$ cat src/pkg/abx_regs.svh
// Constants for the AND, bit-clear and relative-branch executer
`ifndef ABX_REGS_SVH
`define ABX_REGS_SVH

// Opcode fields, matched against the top bits of the instruction word
`define ABX_OPC_AND_LIT 8'h0b
`define ABX_OPC_AND_FILE 6'h05
`define ABX_OPC_BR_CARRY 8'he2
`define ABX_OPC_BR_NEG 8'he6
`define ABX_OPC_BIT_CLR 4'h9

// Field positions within the instruction word
`define ABX_FLD_DEST 9
`define ABX_FLD_ACCESS 8
`define ABX_FLD_BIT_LO 9

// Addressing constants
`define ABX_INDEX_LIMIT 8'h5f
`define ABX_ACCESS_BANK 4'h0

// Phase numbers inside one instruction cycle
`define ABX_PH_DECODE 2'h0
`define ABX_PH_READ 2'h1
`define ABX_PH_PROC 2'h2
`define ABX_PH_WRITE 2'h3

// Reset values
`define ABX_RST_BYTE 8'h00
`define ABX_RST_ADDR 12'h000
`define ABX_RST_PC 21'h000000
`define ABX_RST_INSTR 16'h0000

`endif

$ cat src/pkg/abx_pkg.sv
// Types used by the executer; its address generator uses none of them
package abx_pkg;

  // Sequencer states
  typedef enum logic [1:0] {
    ABX_ST_IDLE,
    ABX_ST_RUN,
    ABX_ST_NOP
  } abx_state_e;

  // Decoded operation kinds
  typedef enum logic [2:0] {
    ABX_OP_NONE,
    ABX_OP_AND_LIT,
    ABX_OP_AND_FILE,
    ABX_OP_BR_CARRY,
    ABX_OP_BR_NEG,
    ABX_OP_BIT_CLR
  } abx_op_e;

endpackage

$ cat src/rtl/abx_addr_gen.sv
// File operand address former: access bank, banked and indexed modes
`timescale 1ns/1ps
`default_nettype none
`include "abx_regs.svh"

module abx_addr_gen (
  input wire logic [7:0] file_field_i,
  input wire logic access_bit_i,
  input wire logic [3:0] bank_select_reg_i,
  input wire logic ext_set_en_i,
  input wire logic [11:0] index_base_i,
  output logic [11:0] addr_o,
  output logic indexed_o
);

  assign indexed_o = !access_bit_i && ext_set_en_i && (file_field_i <= `ABX_INDEX_LIMIT);

  // Indexed offset wraps within the 12-bit data space
  always_comb
  begin
    if (indexed_o)
    begin
      addr_o = 12'(index_base_i + {4'h0, file_field_i});
    end
    else if (access_bit_i)
    begin
      addr_o = {bank_select_reg_i, file_field_i};
    end
    else
    begin
      addr_o = {`ABX_ACCESS_BANK, file_field_i};
    end
  end

endmodule
`default_nettype wire

$ cat src/rtl/abx_exec.sv
// Decode and four-phase execution of AND, bit-clear and relative branches
`timescale 1ns/1ps
`default_nettype none
`include "abx_regs.svh"

module abx_exec (
  input wire logic clk_sys_i,
  input wire logic sys_rst_i,
  input wire logic instr_valid_i,
  input wire logic [15:0] instr_i,
  input wire logic [20:0] pc_inc_i,
  input wire logic [7:0] acc_i,
  input wire logic carry_i,
  input wire logic negative_i,
  input wire logic [3:0] bank_select_reg_i,
  input wire logic ext_set_en_i,
  input wire logic [11:0] index_base_i,
  input wire logic [7:0] mem_rdata_i,
  output logic instr_ready_o,
  output logic [11:0] mem_addr_o,
  output logic mem_rd_o,
  output logic mem_we_o,
  output logic [7:0] mem_wdata_o,
  output logic acc_we_o,
  output logic [7:0] acc_wdata_o,
  output logic flag_we_o,
  output logic flag_n_o,
  output logic flag_z_o,
  output logic pc_load_o,
  output logic [20:0] pc_target_o,
  output logic unknown_op_o,
  output logic instr_done_o
);

  // Opcode decoder, shared by the operation and the unknown-opcode logic
  function automatic abx_pkg::abx_op_e decode_op(input logic [15:0] w);
    return (w[15:8] == `ABX_OPC_AND_LIT) ? abx_pkg::ABX_OP_AND_LIT :
           (w[15:10] == `ABX_OPC_AND_FILE) ? abx_pkg::ABX_OP_AND_FILE :
           (w[15:8] == `ABX_OPC_BR_CARRY) ? abx_pkg::ABX_OP_BR_CARRY :
           (w[15:8] == `ABX_OPC_BR_NEG) ? abx_pkg::ABX_OP_BR_NEG :
           (w[15:12] == `ABX_OPC_BIT_CLR) ? abx_pkg::ABX_OP_BIT_CLR :
           abx_pkg::ABX_OP_NONE;
  endfunction

  abx_pkg::abx_state_e st_ff, nxt_st;
  abx_pkg::abx_op_e op_ff;
  logic [1:0] phase_ff, nxt_phase;
  logic [15:0] instr_ff;
  logic [20:0] pc_ff, pc_target_ff, branch_target;
  logic [11:0] mem_addr_ff, file_addr;
  logic [7:0] mem_wdata_ff, acc_wdata_ff, clr_mask, and_result, clr_result;
  logic ready_ff, done_ff, unknown_ff, mem_rd_ff, mem_we_ff, acc_we_ff;
  logic flag_we_ff, flag_n_ff, flag_z_ff, pc_load_ff;
  logic branch_cond, run_decode, run_proc, accept;

  // Phase strobes; nothing happens in the no-op cycle
  assign run_decode = (st_ff == abx_pkg::ABX_ST_RUN) && (phase_ff == `ABX_PH_DECODE);
  assign run_proc = (st_ff == abx_pkg::ABX_ST_RUN) && (phase_ff == `ABX_PH_PROC);
  assign accept = (st_ff == abx_pkg::ABX_ST_IDLE) && instr_valid_i;

  // File operand address from the latched word
  abx_addr_gen u_addr_gen (
    .file_field_i(instr_ff[7:0]),
    .access_bit_i(instr_ff[`ABX_FLD_ACCESS]),
    .bank_select_reg_i(bank_select_reg_i),
    .ext_set_en_i(ext_set_en_i),
    .index_base_i(index_base_i),
    .addr_o(file_addr),
    .indexed_o()
  );

  genvar gi;
  generate
    for (gi = 0; gi < 8; gi++)
    begin : g_mask
      assign clr_mask[gi] = (instr_ff[`ABX_FLD_BIT_LO+2:`ABX_FLD_BIT_LO] != 3'(gi));
    end
  endgenerate

  assign and_result = (op_ff == abx_pkg::ABX_OP_AND_LIT) ? (acc_i & instr_ff[7:0])
                                                         : (acc_i & mem_rdata_i);

  assign clr_result = mem_rdata_i & clr_mask;

  assign branch_target = 21'(pc_ff + {{12{instr_ff[7]}}, instr_ff[7:0], 1'b0});

  assign branch_cond = ((op_ff == abx_pkg::ABX_OP_BR_CARRY) && carry_i) ||
                       ((op_ff == abx_pkg::ABX_OP_BR_NEG) && negative_i);

  // Next state and phase of the sequencer
  always_comb
  begin
    nxt_st = st_ff;
    nxt_phase = phase_ff;
    case (st_ff)
      abx_pkg::ABX_ST_IDLE:
      begin
        if (instr_valid_i)
        begin
          nxt_st = abx_pkg::ABX_ST_RUN;
          nxt_phase = `ABX_PH_DECODE;
        end
      end
      abx_pkg::ABX_ST_RUN:
      begin
        nxt_phase = 2'(phase_ff + 2'h1);
        if (phase_ff == `ABX_PH_WRITE)
        begin
          nxt_st = pc_load_ff ? abx_pkg::ABX_ST_NOP : abx_pkg::ABX_ST_IDLE; // Load marks taken
        end
      end
      abx_pkg::ABX_ST_NOP:
      begin
        nxt_phase = 2'(phase_ff + 2'h1);
        if (phase_ff == `ABX_PH_WRITE)
        begin
          nxt_st = abx_pkg::ABX_ST_IDLE;
        end
      end
      default:
      begin
        nxt_st = abx_pkg::ABX_ST_IDLE;
        nxt_phase = `ABX_PH_DECODE;
      end
    endcase
  end

  always_ff @(posedge clk_sys_i)
  begin
    if (sys_rst_i)
    begin
      st_ff <= abx_pkg::ABX_ST_IDLE;
      phase_ff <= `ABX_PH_DECODE;
    end
    else
    begin
      st_ff <= nxt_st;
      phase_ff <= nxt_phase;
    end
  end

  // Ready only while idle, so a word is never taken mid-instruction
  always_ff @(posedge clk_sys_i)
  begin
    if (sys_rst_i)
    begin
      ready_ff <= 1'b0;
      done_ff <= 1'b0;
    end
    else
    begin
      ready_ff <= (nxt_st == abx_pkg::ABX_ST_IDLE) && !accept;
      done_ff <= (st_ff != abx_pkg::ABX_ST_IDLE) && (nxt_st == abx_pkg::ABX_ST_IDLE);
    end
  end

  // Instruction word and incremented counter latched on acceptance
  always_ff @(posedge clk_sys_i)
  begin
    if (sys_rst_i)
    begin
      instr_ff <= `ABX_RST_INSTR;
      pc_ff <= `ABX_RST_PC;
    end
    else if (accept)
    begin
      instr_ff <= instr_i;
      pc_ff <= pc_inc_i;
    end
  end

  // Decode phase: classify the word; unknown words flag once and run as a no-op
  always_ff @(posedge clk_sys_i)
  begin
    if (sys_rst_i)
    begin
      op_ff <= abx_pkg::ABX_OP_NONE;
      unknown_ff <= 1'b0;
    end
    else
    begin
      unknown_ff <= run_decode && (decode_op(instr_ff) == abx_pkg::ABX_OP_NONE);
      if (run_decode)
      begin
        op_ff <= decode_op(instr_ff);
      end
    end
  end

  // Operand read: file address and read strobe stand during the read phase
  always_ff @(posedge clk_sys_i)
  begin
    if (sys_rst_i)
    begin
      mem_addr_ff <= `ABX_RST_ADDR;
      mem_rd_ff <= 1'b0;
    end
    else
    begin
      mem_rd_ff <= 1'b0;
      if (run_decode)
      begin
        mem_addr_ff <= file_addr;
        mem_rd_ff <= (decode_op(instr_ff) == abx_pkg::ABX_OP_AND_FILE) ||
                     (decode_op(instr_ff) == abx_pkg::ABX_OP_BIT_CLR);
      end
    end
  end

  // Accumulator write in the write phase
  always_ff @(posedge clk_sys_i)
  begin
    if (sys_rst_i)
    begin
      acc_we_ff <= 1'b0;
      acc_wdata_ff <= `ABX_RST_BYTE;
    end
    else
    begin
      acc_we_ff <= 1'b0;
      if (run_proc)
      begin
        acc_wdata_ff <= and_result;
        acc_we_ff <= (op_ff == abx_pkg::ABX_OP_AND_LIT) ||
                     ((op_ff == abx_pkg::ABX_OP_AND_FILE) && !instr_ff[`ABX_FLD_DEST]);
      end
    end
  end

  // File register write in the write phase
  always_ff @(posedge clk_sys_i)
  begin
    if (sys_rst_i)
    begin
      mem_we_ff <= 1'b0;
      mem_wdata_ff <= `ABX_RST_BYTE;
    end
    else
    begin
      mem_we_ff <= 1'b0;
      if (run_proc)
      begin
        if ((op_ff == abx_pkg::ABX_OP_AND_FILE) && instr_ff[`ABX_FLD_DEST])
        begin
          mem_we_ff <= 1'b1;
          mem_wdata_ff <= and_result;
        end
        else if (op_ff == abx_pkg::ABX_OP_BIT_CLR)
        begin
          mem_we_ff <= 1'b1;
          mem_wdata_ff <= clr_result;
        end
      end
    end
  end

  // Status flags; bit clear and branches leave them alone
  always_ff @(posedge clk_sys_i)
  begin
    if (sys_rst_i)
    begin
      flag_we_ff <= 1'b0;
      flag_n_ff <= 1'b0;
      flag_z_ff <= 1'b0;
    end
    else
    begin
      flag_we_ff <= 1'b0;
      if (run_proc && ((op_ff == abx_pkg::ABX_OP_AND_LIT) ||
                       (op_ff == abx_pkg::ABX_OP_AND_FILE)))
      begin
        flag_we_ff <= 1'b1;
        flag_n_ff <= and_result[7];
        flag_z_ff <= (and_result == 8'h00);
      end
    end
  end

  // Counter load in the write phase of a taken branch
  always_ff @(posedge clk_sys_i)
  begin
    if (sys_rst_i)
    begin
      pc_load_ff <= 1'b0;
      pc_target_ff <= `ABX_RST_PC;
    end
    else
    begin
      pc_load_ff <= 1'b0;
      if (run_proc && branch_cond)
      begin
        pc_load_ff <= 1'b1;
        pc_target_ff <= branch_target;
      end
    end
  end

  // Outputs straight from flip-flops
  assign instr_ready_o = ready_ff;
  assign mem_addr_o = mem_addr_ff;
  assign mem_rd_o = mem_rd_ff;
  assign mem_we_o = mem_we_ff;
  assign mem_wdata_o = mem_wdata_ff;
  assign acc_we_o = acc_we_ff;
  assign acc_wdata_o = acc_wdata_ff;
  assign flag_we_o = flag_we_ff;
  assign flag_n_o = flag_n_ff;
  assign flag_z_o = flag_z_ff;
  assign pc_load_o = pc_load_ff;
  assign pc_target_o = pc_target_ff;
  assign unknown_op_o = unknown_ff;
  assign instr_done_o = done_ff;

endmodule
`default_nettype wire

$ cat config.mk
export PLATFORM = sky130hd
export DESIGN_NAME = abx_exec
export DESIGN_NICKNAME = d
export VERILOG_FILES = /design/src/pkg/abx_pkg.sv /design/src/rtl/abx_addr_gen.sv /design/src/rtl/abx_exec.sv
export VERILOG_INCLUDE_DIRS = /design/src /design/src/pkg
export SDC_FILE = /design/constraint.sdc
export NUM_CORES = 1
export LEC_CHECK = 0
export BUFFER_PORTS_ARGS = -buffer_cell sky130_fd_sc_hd__buf_2
export CORE_MARGIN = 2
export CORE_UTILIZATION = 45
export CTS_CLUSTER_SIZE = 14
export DETAILED_ROUTE_END_ITERATION = 10
export PLACE_DENSITY = 0.77
export SETUP_SLACK_MARGIN = 0.3
export SYNTH_ARGS = -nofsm -noshare
export SYNTH_HDL_FRONTEND = slang
export SYNTH_SLANG_ARGS = --single-unit
$ cat constraint.sdc
create_clock -name clk_sys_i -period 2.5 [get_ports clk_sys_i]
set_clock_uncertainty 0.2 [all_clocks]
set_input_delay 0.5 -clock clk_sys_i [delete_from_list [all_inputs] [get_ports clk_sys_i]]
set_output_delay 0.5 -clock clk_sys_i [all_outputs]
set_load 0.005 [all_outputs]
Word level (Yosys, flattened, before mapping)
Index checks and enable logic that the tools add are counted.

$add $sub $neg: 3. Multipliers: 0. Div/mod/pow operators: 0. Magnitude comparators: 1. Equality and inequality tests: 24. Shift operators: 0. Mux-type cells: 21. Bitwise logic cells: 5. Reduce and logical (&&, ||, !) cells: 33.

Operator list (number): 8-bit AND (3); 12-bit two-way mux (2); 8-bit two-way mux (3); 21-bit adder (1); 8-bit equality test (second input constant) (2); 3-bit two-way mux (5); 1-bit logical AND (14); 12-bit by 8-bit adder with 12-bit output (1); 3-bit != test (second input constant) (4); 2-bit two-way mux (5); 3-bit by 2-bit equality test with 1-bit output (second input constant) (3); 3-bit equality test (second input constant) (3); 8-bit by 4-bit equality test with 1-bit output (second input constant) (1); 8-bit by 7-bit less-or-equal comparator with 1-bit output (second input constant) (1); 8-bit logical NOT (1); 2-bit equality test (second input constant) (3); 6-bit by 3-bit equality test with 1-bit output (second input constant) (1); 2-bit logical NOT (3); 3-bit by 2-bit != test with 1-bit output (second input constant) (2); 2-bit case mux with 3 select lines (1); 2-bit OR reduction (3); 4-bit equality test (second input constant) (1); 1-bit logical OR (4); 1-bit two-way mux (4); 12 further kinds (16).

Register bits: 103. Latch bits: 0. Bits in writable memories: 0. Memory bits (read-only): 0. Input bits: 75. Output and inout port bits: 59. Memories kept: 0.

Depth between registers and ports, before layout
Gate-level depths: netlist of the first run.

Depth after elaboration: 8. Gate-level depth with buffers: 11.

Modules after synthesis
A second synthesis of the first run with hierarchy kept.

Cell total of the unflattened synthesis: 743. Area, all modules: 5771.8 µm².

By module, submodules not included: abx_exec (instances 1, cells an instance 648, area an instance 5112.4 µm²); abx_addr_gen (instances 1, cells an instance 95, area an instance 659.4 µm²).

Worst setup path after synthesis of the first run
No wires, ideal clock.

Path type: register to register. Start: register instr_ff[0]. End: register pc_target_ff[15] (netlist: pc_target_o[15]). Data arrival time: 2148 ps. Slack: 46 ps. Cell stages (with the launch flop): 8. Buffers on the path: 0. Cells stage by stage: dfxtp_1 ha_1 fa_1 a21o_1 a311o_1 a31oi_1 o211ai_1 o311ai_0.

Longest elaborated chain between the ends: 1.

RTL lines: from (decl) (line abx_exec.sv:48) `logic [15:0] instr_ff;`; from (signal assigned) (line abx_exec.sv:162) `` instr_ff <= `ABX_RST_INSTR; ``; from (signal assigned) (line abx_exec.sv:167) `instr_ff <= instr_i;`; 21-bit adder (line abx_exec.sv:85) `assign branch_target = 21'(pc_ff + {{12{instr_ff[7]}}, instr_ff[7:0], 1'b0});`; to (signal assigned) (line abx_exec.sv:285) `` pc_target_ff <= `ABX_RST_PC; ``; to (signal assigned) (line abx_exec.sv:293) `pc_target_ff <= branch_target;`; to (decl) (line abx_exec.sv:49) `logic [20:0] pc_ff, pc_target_ff, branch_target;`.

Every way passes these cells. A chain may end at the register's enable or synchronous reset.

Worst setup path after layout of the first run
Start: register instr_ff[0]. End: register pc_target_ff[17] (netlist: pc_target_o[17]).

Same word-level chain as after synthesis.

==> impl_metrics.xml, run 1 <==
<?xml version="1.0" encoding="UTF-8"?>
<metrics>
  <group name="setup_path">
    <metric name="worst_r2r_startpoint" unit="">instr_ff[0]</metric>
    <metric name="critical_path_arrival" unit="ps">2420</metric>
    <metric name="crit_path_required_time" unit="ps">2530</metric>
    <metric name="worst-r2r-cell-count" unit="">8</metric>
    <metric name="worst_r2r_endpoint" unit="">pc_target_o[17]</metric>
    <metric name="reg2reg_slack" unit="ps">110</metric>
    <metric name="worst_setup_path_start_kind" unit="">register</metric>
    <metric name="crit_fanout" unit="">3</metric>
    <metric name="critical_path.endpoint_type" unit="">register</metric>
    <metric name="critical_path_class" unit="">register to register</metric>
  </group>
  <group name="logic_synthesis">
    <metric name="postSynthCellCount" unit="">713</metric>
    <metric name="syn_area_per_cell" unit="µm²">7.84</metric>
    <metric name="async_reset_ff_share" unit="%">0</metric>
    <metric name="seq_area_frac_synth" unit="%">36.9</metric>
    <metric name="ys_warn_count" unit="">0</metric>
    <metric name="number_of_enable_type_register_cells_in_the_synthesized_netlist" unit="">0</metric>
    <metric name="synth-seq-cells" unit="">103</metric>
    <metric name="syn-cell-area" unit="mm²">0.00559</metric>
    <metric name="yosys.area.top_type" unit="">sky130_fd_sc_hd__dfxtp_1</metric>
    <metric name="yosysUniqueCellTypes" unit="">64</metric>
    <metric name="yosysTopAreaCellShare" unit="%">36.9</metric>
    <metric name="postSynth.topFlopCell" unit="">sky130_fd_sc_hd__dfxtp_1</metric>
    <metric name="yosys-top-cells-area" unit="">sky130_fd_sc_hd__dfxtp_1, sky130_fd_sc_hd__nand2_1, sky130_fd_sc_hd__ha_1, sky130_fd_sc_hd__a21oi_1, sky130_fd_sc_hd__nor2_1</metric>
    <metric name="synthesis.nets" unit="">824</metric>
  </group>
  <group name="clock_tree">
    <metric name="cts_tree" unit="">yes</metric>
    <metric name="cts.sink_count" unit="">103</metric>
    <metric name="clk_latency" unit="ps">360</metric>
    <metric name="cts_hold_repair_buffers" unit="">0</metric>
    <metric name="ctsLongestPathBuffers" unit="">2</metric>
    <metric name="cts.reportedPaths.clkPinSlew" unit="ps">70</metric>
    <metric name="htree_num_levels" unit="">3</metric>
    <metric name="cts_root_buf" unit="">sky130_fd_sc_hd__clkbuf_16</metric>
    <metric name="cts-buffers-inserted" unit="">9</metric>
  </group>
  <group name="pwr">
    <metric name="pwr_density_cell" unit="mW/mm²">532</metric>
    <metric name="internal_power" unit="W">0.00275</metric>
    <metric name="swShare" unit="%">29.5</metric>
    <metric name="reported_net_switching_power" unit="W">0.00115</metric>
    <metric name="power.leakage" unit="nW">3.04</metric>
    <metric name="total_power" unit="W">0.00390</metric>
    <metric name="combinationalPowerShare" unit="%">19.3</metric>
    <metric name="p_clk_share" unit="%">35.3</metric>
    <metric name="seqPwrFrac" unit="%">45.4</metric>
    <metric name="power.ir.vdd_worst" unit="mV">0.326</metric>
  </group>
  <group name="timing">
    <metric name="post-route-period-util" unit="%">95.5</metric>
    <metric name="finalWorstPathRequiredPeriod" unit="ps">2390</metric>
    <metric name="postLayoutSetupSlackWorst" unit="ps">112</metric>
    <metric name="hold_viol" unit="">0</metric>
    <metric name="setup_tns_final" unit="ps">0</metric>
    <metric name="final_max_slew_viol_count" unit="">0</metric>
    <metric name="max_freq" unit="GHz">0.419</metric>
    <metric name="setup_violations" unit="">0</metric>
    <metric name="grt_setup_unrepaired" unit="">yes</metric>
    <metric name="tightestPinTransition" unit="ps">529</metric>
    <metric name="worst_hold_slack" unit="ps">179</metric>
    <metric name="maxSlewHeadroom" unit="%">64.7</metric>
  </group>
  <group name="placement">
    <metric name="place_worst_setup_slack" unit="ps">79.5</metric>
    <metric name="gp_routability_congestion" unit="">0.882</metric>
    <metric name="placedCellCount" unit="">1001</metric>
    <metric name="portBuffers" unit="">133</metric>
    <metric name="dp_hpwl" unit="µm">11600</metric>
  </group>
  <group name="route">
    <metric name="drt_pass1_iterations" unit="">5</metric>
    <metric name="avgRoutedWirePerCell" unit="µm">16.2</metric>
    <metric name="detail-route-antenna-nets" unit="">0</metric>
    <metric name="drt_first_iter_violations" unit="">466</metric>
    <metric name="dr_vias" unit="">5731</metric>
    <metric name="detail_route.wirelength" unit="µm">16700</metric>
    <metric name="drc_violation_count_after_routing" unit="">0</metric>
    <metric name="viasPerCell" unit="">5.55</metric>
  </group>
  <group name="floorplan">
    <metric name="row_count" unit="">40</metric>
    <metric name="vert_die_dim" unit="µm">115</metric>
    <metric name="ioPinCount" unit="">134</metric>
    <metric name="dieArea" unit="mm²">0.0133</metric>
    <metric name="initial_core_util" unit="%">46.4</metric>
    <metric name="floorplan.die.width" unit="µm">115</metric>
    <metric name="floorplan.core_area" unit="mm²">0.0121</metric>
  </group>
  <group name="finish">
    <metric name="synthToLayoutAreaGrowth" unit="%">30.9</metric>
    <metric name="insertedDiodeCount" unit="">0</metric>
    <metric name="finish.cell_count_without_fillers" unit="">1032</metric>
    <metric name="n_fill_cell" unit="">1098</metric>
    <metric name="most_common_library_cell_in_the_layout_ignoring_fill_and_taps" unit="">sky130_fd_sc_hd__nand2_1</metric>
    <metric name="layout.cells.most_common_list" unit="">sky130_fd_sc_hd__nand2_1, sky130_fd_sc_hd__buf_2, sky130_fd_sc_hd__dfxtp_1, sky130_fd_sc_hd__a21oi_1, sky130_fd_sc_hd__nor2_1</metric>
    <metric name="post_route_cells_drive_above_1_share" unit="%">29.7</metric>
    <metric name="num-nets-final" unit="">970</metric>
  </group>
  <group name="global_route">
    <metric name="vias_in_the_first_global_route" unit="">5090</metric>
    <metric name="largest_net_degree_at_the_start_of_global_routing" unit="">88</metric>
    <metric name="antenna_found_initial" unit="">0</metric>
    <metric name="track_usage" unit="%">24.0</metric>
    <metric name="grt_remaining_overflow" unit="">0</metric>
    <metric name="grt_first_pass_wirelength" unit="µm">25400</metric>
  </group>
  <group name="worst_hold_path">
    <metric name="hold-path-cell-count" unit="">3</metric>
    <metric name="hold_path.class" unit="">input pin to register</metric>
    <metric name="timing.hold.worst_endpoint" unit="">pc_ff[17]</metric>
    <metric name="worstHoldStart" unit="">pc_inc_i[17]</metric>
  </group>
  <group name="run">
    <metric name="max-cap-violations" unit="">0</metric>
  </group>
  <group name="status">
    <metric name="status" unit="">finished, final reports clean</metric>
  </group>
</metrics>
==> kinds of logic after synthesis <==
group / synth area share, %
AND/OR/NAND/NOR: 24.2
adder cells (fa/ha/maj): 8.32
flip-flops: 36.9
XOR/XNOR: 2.35
buffers and inverters: 4.09
AO/OA/AOI/OAI: 22.3
multiplexers: 1.79
==> flip-flops by register name, indices dropped and copies added (netlist names), 2 cells and up <==
name and count:
phase_ff 2, op_ff 3, st_ff 2, mem_addr_o 12
mem_wdata_o 8, acc_wdata_o 8, pc_target_o 21, instr_ff 16
pc_ff 21
==> power by group through the flow <==
stage,Clock (W),Sequential [W],Combinational [W]
floorplan,0,0.00179,0.000406
global placement,0,0.00180,0.000631
detailed placement,0,0.00180,0.000635
CTS,0.00138,0.00177,0.000677
global route,0.00144,0.00178,0.000817
finish,0.00137,0.00177,0.000752
==> how the worst max path moves through the flow <==
stage,start,end,slack (ps)
floorplan,instr_ff[0],pc_target_o[17],280
global placement,index_base_i[0],mem_addr_o[10],100
detailed placement,index_base_i[0],mem_addr_o[10],80
CTS,instr_ff[0],pc_target_o[17],160
global route,instr_ff[0],pc_target_o[17],70
finish,instr_ff[0],pc_target_o[17],110
==> cell type report <==
class | instances | area (µm²) | area share [%]
clock inverter | 5 | 41.3 | 0.564
clock buffer | 11 | 243 | 3.32
sequential | 103 | 2070 | 28.3
timing repair buffer | 174 | 1020 | 14.0
tap | 168 | 210 | 2.87
inverter | 17 | 63.8 | 0.872
multi-input combinational | 554 | 3660 | 50.1
==> metal layers <==
metal / wire, µm / part of all wire (%) / vias to the layer above / GRT usage [%]
li1: - / - / 2849 / -
met1: 7810 / 47 / 2606 / 34.2
met2: 7540 / 45 / 248 / 37.6
met3: 1120 / 6.7 / 28 / 4.13
met4: 263 / 1.6 / 0 / 6.83
met5: 0 / 0 / - / 0
==> synthesized netlist by cell type, drive strengths merged, types with 11 or more instances <==
library cell  number
nand2            148
dfxtp            103
a21oi             85
nor2              50
ha                34
o21ai             28
clkbuf            27
nand3             27
inv               17
xnor2             13
buf               12
nand4             11
nor2b             11
nor3              11
==> timing repair <==
action                                  in CTS  in global routing
endpoints found under the hold margin        0                  0
endpoints found under the setup margin      17                 20
gates resized for setup                     24                 45
setup buffers                               10                  5
pin swaps                                   12                 15
==> per-stage QoR <==
stage,instance area (µm²),util (%)
4_1_cts,7060,58.5
2_1_floorplan,5630,-
5_1_grt,7320,60.7
6_report,7320,60.7
3_3_place_gp,6560,54.3
3_5_place_dp,6560,54.3
==> critical path, stage by stage (launching register included) <==
cell and delay [ps]:
sky130_fd_sc_hd__dfxtp_4 370, sky130_fd_sc_hd__ha_4 160, sky130_fd_sc_hd__fa_2 340, sky130_fd_sc_hd__a21o_1 200
sky130_fd_sc_hd__a311o_1 320, sky130_fd_sc_hd__a21bo_2 250, sky130_fd_sc_hd__a31oi_4 200, sky130_fd_sc_hd__or4b_4 140
sky130_fd_sc_hd__nand4_1 70
Note: power is estimated with default switching activity, not from simulation.
==> inputs of run 2 (changes only) <==
--- a/config.mk
+++ b/config.mk
@@ -8,10 +8,10 @@
 export LEC_CHECK = 0
 export BUFFER_PORTS_ARGS = -buffer_cell sky130_fd_sc_hd__buf_2
 export CORE_MARGIN = 2
-export CORE_UTILIZATION = 45
+export CORE_UTILIZATION = 44
 export CTS_CLUSTER_SIZE = 14
 export DETAILED_ROUTE_END_ITERATION = 10
-export PLACE_DENSITY = 0.77
+export PLACE_DENSITY = 0.75
 export SETUP_SLACK_MARGIN = 0.3
 export SYNTH_ARGS = -nofsm -noshare
 export SYNTH_HDL_FRONTEND = slang
==> run 2 against run 1 <==
  * Highest routed layer unchanged
  * Critical path type unchanged
  * Sequential power about the same
  * Flip-flop and latch count is the same
  * Largest power group unchanged
  * Cell count up 0.78%
  * Combinational power fell by 0.8%
  * Critical endpoint unchanged
  * Clock-buffer cell count is the same
  * Final area rose by 0.82%
==> impl_metrics.xml, run 2 (synthesis results as in run 1) <==
<?xml version="1.0" encoding="UTF-8"?>
<metrics>
  <group name="status">
    <metric name="status" unit="">finished, final reports clean</metric>
  </group>
  <group name="timing">
    <metric name="maxSlewHeadroom" unit="%">61.4</metric>
    <metric name="final_max_slew_viol_count" unit="">0</metric>
    <metric name="tightestPinTransition" unit="ps">578</metric>
    <metric name="max_freq" unit="GHz">0.425</metric>
    <metric name="hold_viol" unit="">0</metric>
    <metric name="post-route-period-util" unit="%">94.0</metric>
    <metric name="setup_tns_final" unit="ps">0</metric>
    <metric name="finalWorstPathRequiredPeriod" unit="ps">2350</metric>
    <metric name="postLayoutSetupSlackWorst" unit="ps">149</metric>
    <metric name="setup_violations" unit="">0</metric>
    <metric name="grt_setup_unrepaired" unit="">yes</metric>
  </group>
  <group name="setup_path">
    <metric name="worst-r2r-cell-count" unit="">8</metric>
    <metric name="crit_fanout" unit="">3</metric>
    <metric name="critical_path_class" unit="">register to register</metric>
    <metric name="critical_path_arrival" unit="ps">2360</metric>
    <metric name="crit_path_max_incr_delay" unit="ps">360</metric>
    <metric name="critical_path.endpoint_type" unit="">register</metric>
    <metric name="worst_r2r_startpoint" unit="">instr_ff[0]</metric>
    <metric name="cpLargestDelayFamily" unit="">compound AO/OA/AOI/OAI gates</metric>
    <metric name="worstPathCellList" unit="">ha_4 &gt; fa_2 &gt; a21o_1 &gt; a311o_1 &gt; a21bo_4 &gt; a31oi_4 &gt; or4b_4 &gt; nand4_1</metric>
    <metric name="cp_bufs_invs" unit="">0</metric>
    <metric name="worst_r2r_endpoint" unit="">pc_target_o[17]</metric>
    <metric name="crit_path_required_time" unit="ps">2510</metric>
    <metric name="reg2reg_slack" unit="ps">150</metric>
    <metric name="worst_setup_path_start_kind" unit="">register</metric>
    <metric name="cp_slowest_cell" unit="">sky130_fd_sc_hd__dfxtp_4</metric>
  </group>
  <group name="floorplan">
    <metric name="row_count" unit="">41</metric>
    <metric name="floorplan.core_area" unit="mm²">0.0125</metric>
    <metric name="vert_die_dim" unit="µm">117</metric>
    <metric name="dieArea" unit="mm²">0.0136</metric>
    <metric name="ioPinCount" unit="">134</metric>
    <metric name="floorplan.die.width" unit="µm">117</metric>
    <metric name="initial_core_util" unit="%">44.7</metric>
  </group>
  <group name="route">
    <metric name="avgRoutedWirePerCell" unit="µm">15.8</metric>
    <metric name="drt_pass1_iterations" unit="">5</metric>
    <metric name="drt_first_iter_violations" unit="">502</metric>
    <metric name="dr_vias" unit="">5782</metric>
    <metric name="detail-route-antenna-nets" unit="">0</metric>
    <metric name="viasPerCell" unit="">5.56</metric>
    <metric name="drc_violation_count_after_routing" unit="">0</metric>
    <metric name="detail_route.wirelength" unit="µm">16400</metric>
  </group>
  <group name="placement">
    <metric name="portBuffers" unit="">133</metric>
    <metric name="dp_hpwl" unit="µm">11700</metric>
    <metric name="place_worst_setup_slack" unit="ps">51.3</metric>
    <metric name="gp_routability_congestion" unit="">0.902</metric>
  </group>
  <group name="global_route">
    <metric name="track_usage" unit="%">23.1</metric>
    <metric name="largest_net_degree_at_the_start_of_global_routing" unit="">61</metric>
    <metric name="antenna_found_initial" unit="">0</metric>
    <metric name="grt_remaining_overflow" unit="">0</metric>
    <metric name="grt_first_pass_wirelength" unit="µm">25100</metric>
    <metric name="vias_in_the_first_global_route" unit="">5084</metric>
  </group>
  <group name="finish">
    <metric name="layout.cells.most_common_list" unit="">sky130_fd_sc_hd__nand2_1, sky130_fd_sc_hd__buf_2, sky130_fd_sc_hd__dfxtp_1, sky130_fd_sc_hd__a21oi_1, sky130_fd_sc_hd__nor2_1</metric>
    <metric name="post_route_cells_drive_above_1_share" unit="%">30.5</metric>
    <metric name="insertedDiodeCount" unit="">0</metric>
    <metric name="num-nets-final" unit="">976</metric>
    <metric name="synthToLayoutAreaGrowth" unit="%">31.9</metric>
    <metric name="most_common_library_cell_in_the_layout_ignoring_fill_and_taps" unit="">sky130_fd_sc_hd__nand2_1</metric>
  </group>
  <group name="clock_tree">
    <metric name="clk_latency" unit="ps">340</metric>
    <metric name="cts_root_buf" unit="">sky130_fd_sc_hd__clkbuf_16</metric>
    <metric name="cts.reportedPaths.clkPinSlew" unit="ps">60</metric>
    <metric name="cts-buffers-inserted" unit="">9</metric>
    <metric name="cts.sink_count" unit="">103</metric>
    <metric name="cts_hold_repair_buffers" unit="">0</metric>
    <metric name="cts_tree" unit="">yes</metric>
    <metric name="htree_num_levels" unit="">3</metric>
    <metric name="ctsLongestPathBuffers" unit="">2</metric>
  </group>
  <group name="worst_hold_path">
    <metric name="hold_path.class" unit="">input pin to register</metric>
    <metric name="timing.hold.worst_endpoint" unit="">instr_ff[7]</metric>
    <metric name="hold-path-cell-count" unit="">3</metric>
    <metric name="worstHoldStart" unit="">instr_i[7]</metric>
  </group>
  <group name="pwr">
    <metric name="power.leakage" unit="nW">3.08</metric>
    <metric name="pwr_density_cell" unit="mW/mm²">519</metric>
    <metric name="power.ir.vdd_worst" unit="mV">0.334</metric>
  </group>
  <group name="run">
    <metric name="max-cap-violations" unit="">0</metric>
  </group>
</metrics>
==> run 2: cell count changes in the layout (fill, tap and decap cells not counted), sizes merged <==
cell      before  now
clkbuf        11   12
buf          174  179
inv           19   18
clkinvlp       1    0
==> run 2: how the worst max path moves through the flow <==
stage                               start         endpoint  slack (ps)  depth (start not counted)
after global placement    index_base_i[0]   mem_addr_o[10]          60                         10
after CTS                     instr_ff[0]  pc_target_o[15]         170                          7
after detailed placement  index_base_i[0]   mem_addr_o[10]          50                         10
final                         instr_ff[0]  pc_target_o[17]         150                          8
after global routing          instr_ff[0]  pc_target_o[17]          50                          8
after floorplan               instr_ff[0]  pc_target_o[17]         280                          8
==> run 2: per-layer routing <==
layer  track usage (%)  wire length, µm  up-vias
li1                  -                -     2853
met4              8.08              269        0
met5                 0                0        -
met3              2.91             1100       21
met2              34.7             7260      219
met1              34.1             7770     2689
==> run 2: report_power, final <==
group          internal [W]  switching (W)
sequential          0.00171      0.0000663
clock              0.000719       0.000590
combinational      0.000323       0.000423
total               0.00275        0.00108
==> run 2: repair_timing <==
item                                    CTS  global route
endpoints found under the setup margin   16            20
buffers inserted                         10            10
pin swaps                                 6            29
resized for setup                        19            56
==> run 2: metrics by stage <==
stage	power (W)	instance area [µm²]	utilization [%]	hold WS, ps	cells
2_1_floorplan	0.00220	5630	-	232	713
3_3_place_gp	0.00243	6580	52.6	238	1006
3_5_place_dp	0.00244	6580	52.6	242	1006
4_1_cts	0.00377	7020	56.1	183	1030
5_1_grt	0.00400	7380	58.9	192	1040
6_report	0.00383	7380	58.9	194	1040
==> run 2: cell type report <==
cell class / instances / area (µm²)
sequential: 103 / 2080
inverter: 17 / 63.8
clock inverter: 3 / 18.8
fill: 1153 / 5140
timing repair buffer: 180 / 1070
clock buffer: 11 / 253
tap: 172 / 215
multi-input combinational: 554 / 3680
==> run 2: worst register-to-register path: cells and delay by family (launching register included) <==
kind / cells / cell delay (ps)
compound gates: 4 / 960
fa+ha+maj: 2 / 490
flops: 1 / 360
simple gates: 2 / 210
==> inputs of run 3 (changes only) <==
--- a/config.mk
+++ b/config.mk
@@ -7,7 +7,6 @@
 export NUM_CORES = 1
 export LEC_CHECK = 0
 export BUFFER_PORTS_ARGS = -buffer_cell sky130_fd_sc_hd__buf_2
-export CORE_MARGIN = 2
 export CORE_UTILIZATION = 44
 export CTS_CLUSTER_SIZE = 14
 export DETAILED_ROUTE_END_ITERATION = 10
==> run 3 against run 2 <==
  * Via count up 0.47%
  * Critical path depth unchanged
  * Register-to-register slack hardly changed
==> impl_metrics.xml, run 3 (synthesis results as in run 1) <==
<?xml version="1.0" encoding="UTF-8"?>
<metrics>
  <group name="placement">
    <metric name="portBuffers" unit="">133</metric>
    <metric name="gp_routability_congestion" unit="">0.894</metric>
    <metric name="dp_hpwl" unit="µm">11700</metric>
  </group>
  <group name="route">
    <metric name="avgRoutedWirePerCell" unit="µm">16.4</metric>
    <metric name="detail_route.wirelength" unit="µm">17100</metric>
    <metric name="drc_violation_count_after_routing" unit="">0</metric>
    <metric name="dr_vias" unit="">5809</metric>
    <metric name="viasPerCell" unit="">5.57</metric>
    <metric name="detail-route-antenna-nets" unit="">0</metric>
    <metric name="drt_first_iter_violations" unit="">489</metric>
    <metric name="drt_pass1_iterations" unit="">4</metric>
  </group>
  <group name="finish">
    <metric name="synthToLayoutAreaGrowth" unit="%">32.8</metric>
    <metric name="num-nets-final" unit="">980</metric>
    <metric name="post_route_cells_drive_above_1_share" unit="%">31.5</metric>
    <metric name="most_common_library_cell_in_the_layout_ignoring_fill_and_taps" unit="">sky130_fd_sc_hd__nand2_1</metric>
    <metric name="insertedDiodeCount" unit="">0</metric>
    <metric name="layout.cells.most_common_list" unit="">sky130_fd_sc_hd__nand2_1, sky130_fd_sc_hd__buf_2, sky130_fd_sc_hd__dfxtp_1, sky130_fd_sc_hd__a21oi_1</metric>
    <metric name="final_core_util" unit="%">60.8</metric>
  </group>
  <group name="setup_path">
    <metric name="worst_r2r_endpoint" unit="">pc_target_o[17]</metric>
    <metric name="cp_bufs_invs" unit="">0</metric>
    <metric name="reg2reg_slack" unit="ps">140</metric>
    <metric name="worstPathCellList" unit="">ha_4 &gt; fa_2 &gt; a21o_1 &gt; a311o_1 &gt; a21bo_2 &gt; a31oi_2 &gt; or4b_4 &gt; nand4_1</metric>
    <metric name="worst_setup_path_start_kind" unit="">register</metric>
    <metric name="timing.critical_path.from" unit="">instr_ff[0]</metric>
    <metric name="critical_path_class" unit="">register to register</metric>
    <metric name="crit_path_max_incr_delay" unit="ps">370</metric>
    <metric name="cpLargestDelayFamily" unit="">compound AO/OA/AOI/OAI gates</metric>
    <metric name="crit_path_required_time" unit="ps">2530</metric>
    <metric name="path_depth" unit="">8</metric>
    <metric name="cp_slowest_cell" unit="">sky130_fd_sc_hd__dfxtp_4</metric>
    <metric name="worst_r2r_startpoint" unit="">instr_ff[0]</metric>
    <metric name="crit_fanout" unit="">3</metric>
    <metric name="crit_path_end" unit="">pc_target_o[17]</metric>
    <metric name="critical_path_arrival" unit="ps">2390</metric>
    <metric name="worst-r2r-cell-count" unit="">8</metric>
    <metric name="critical_path.endpoint_type" unit="">register</metric>
  </group>
  <group name="floorplan">
    <metric name="dieArea" unit="mm²">0.0132</metric>
    <metric name="floorplan.die.width" unit="µm">115</metric>
    <metric name="ioPinCount" unit="">134</metric>
    <metric name="initial_core_util" unit="%">45.8</metric>
    <metric name="row_count" unit="">40</metric>
    <metric name="floorplan.core_area" unit="mm²">0.0122</metric>
    <metric name="vert_die_dim" unit="µm">115</metric>
  </group>
  <group name="clock_tree">
    <metric name="cts.reportedPaths.clkPinSlew" unit="ps">70</metric>
    <metric name="cts.sink_count" unit="">103</metric>
    <metric name="cts_hold_repair_buffers" unit="">0</metric>
    <metric name="ctsLongestPathBuffers" unit="">2</metric>
    <metric name="cts_root_buf" unit="">sky130_fd_sc_hd__clkbuf_16</metric>
    <metric name="cts-buffers-inserted" unit="">9</metric>
    <metric name="clk_latency" unit="ps">350</metric>
    <metric name="cts_tree" unit="">yes</metric>
    <metric name="htree_num_levels" unit="">3</metric>
  </group>
  <group name="global_route">
    <metric name="largest_net_degree_at_the_start_of_global_routing" unit="">59</metric>
    <metric name="antenna_found_initial" unit="">0</metric>
    <metric name="vias_in_the_first_global_route" unit="">4977</metric>
    <metric name="grt_remaining_overflow" unit="">0</metric>
    <metric name="track_usage" unit="%">24.7</metric>
    <metric name="grt_first_pass_wirelength" unit="µm">25400</metric>
  </group>
  <group name="pwr">
    <metric name="power.ir.vdd_worst" unit="mV">0.277</metric>
    <metric name="seqPwrFrac" unit="%">44.5</metric>
    <metric name="swShare" unit="%">28.7</metric>
    <metric name="power.leakage" unit="nW">3.08</metric>
    <metric name="reported_net_switching_power" unit="W">0.00115</metric>
    <metric name="combinationalPowerShare" unit="%">18.9</metric>
    <metric name="internal_power" unit="W">0.00285</metric>
    <metric name="p_clk_share" unit="%">36.6</metric>
    <metric name="pwr_density_cell" unit="mW/mm²">538</metric>
  </group>
  <group name="timing">
    <metric name="hold_viol" unit="">0</metric>
    <metric name="setup_violations" unit="">0</metric>
    <metric name="final_max_slew_viol_count" unit="">0</metric>
    <metric name="grt_setup_unrepaired" unit="">yes</metric>
    <metric name="setup_tns_final" unit="ps">0</metric>
    <metric name="post-route-period-util" unit="%">94.5</metric>
    <metric name="finalWorstPathRequiredPeriod" unit="ps">2360</metric>
    <metric name="maxSlewHeadroom" unit="%">62.3</metric>
    <metric name="max_freq" unit="GHz">0.423</metric>
    <metric name="tightestPinTransition" unit="ps">564</metric>
  </group>
  <group name="worst_hold_path">
    <metric name="hold_path.class" unit="">input pin to register</metric>
    <metric name="worstHoldStart" unit="">instr_i[1]</metric>
  </group>
  <group name="status">
    <metric name="status" unit="">finished, final reports clean</metric>
  </group>
  <group name="run">
    <metric name="max-cap-violations" unit="">0</metric>
  </group>
</metrics>
==> run 3: cell type report <==
type                       instances  area, µm²
clock inverter                     6       67.6
timing repair buffer             184       1080
multi-input combinational        554       3690
inverter                          17       63.8
clock buffer                      10        239
fill                            1089       4780
sequential                       103       2080
tap                              168        210
==> run 3: how the worst min path moves through the flow <==
| stage | endpoint | cells after the start |
|---|---|---|
| final | instr_ff[1] | 3 |
| after detailed placement | acc_wdata_o[0] | 2 |
| after floorplan | pc_target_o[0] | 2 |
| after global placement | pc_target_o[6] | 2 |
| after global routing | instr_ff[1] | 3 |
| after CTS | instr_ff[1] | 3 |
==> run 3: power groups by stage <==
| stage | clock network, W | registers, W | logic, W |
|---|---|---|---|
| 2_1_floorplan | 0 | 0.00179 | 0.000406 |
| 3_3_place_gp | 0 | 0.00181 | 0.000626 |
| 3_5_place_dp | 0 | 0.00181 | 0.000628 |
| 4_1_cts | 0.00147 | 0.00177 | 0.000656 |
| 5_1_grt | 0.00155 | 0.00178 | 0.000827 |
| 6_report | 0.00146 | 0.00178 | 0.000757 |
==> run 3: layer usage <==
layer | global-route usage, % | vias to the layer above | share of wire [%]
met2 | 38.5 | 246 | 44
met4 | 7.97 | 0 | 1.9
li1 | - | 2860 | -
met5 | 0 | - | 0
met1 | 35.7 | 2673 | 46
met3 | 2.95 | 30 | 7.5
==> run 3: through the flow <==
stage	setup WS, ps	hold WS (ps)	cell area (µm²)	power, W	instances
after floorplan	278	232	5630	0.00220	713
after global placement	96.2	235	6550	0.00243	1000
after detailed placement	36.2	244	6550	0.00243	1000
after CTS	154	179	7020	0.00390	1025
after global routing	73.6	177	7430	0.00416	1042
final	139	180	7430	0.00399	1042
==> run 3: repair_timing <==
item / 4_1_cts / 5_1_grt
setup buffers: 9 / 17
resized for setup: 21 / 59
pin swaps: 12 / 19
setup endpoints to repair: 26 / 21
==> run 3: worst register-to-register path: stages, from the launching register on <==
cell and delay, ps:
sky130_fd_sc_hd__dfxtp_4 370, sky130_fd_sc_hd__ha_4 170, sky130_fd_sc_hd__fa_2 330, sky130_fd_sc_hd__a21o_1 180, sky130_fd_sc_hd__a311o_1 310, sky130_fd_sc_hd__a21bo_2 240, sky130_fd_sc_hd__a31oi_2 210, sky130_fd_sc_hd__or4b_4 150
sky130_fd_sc_hd__nand4_1 80
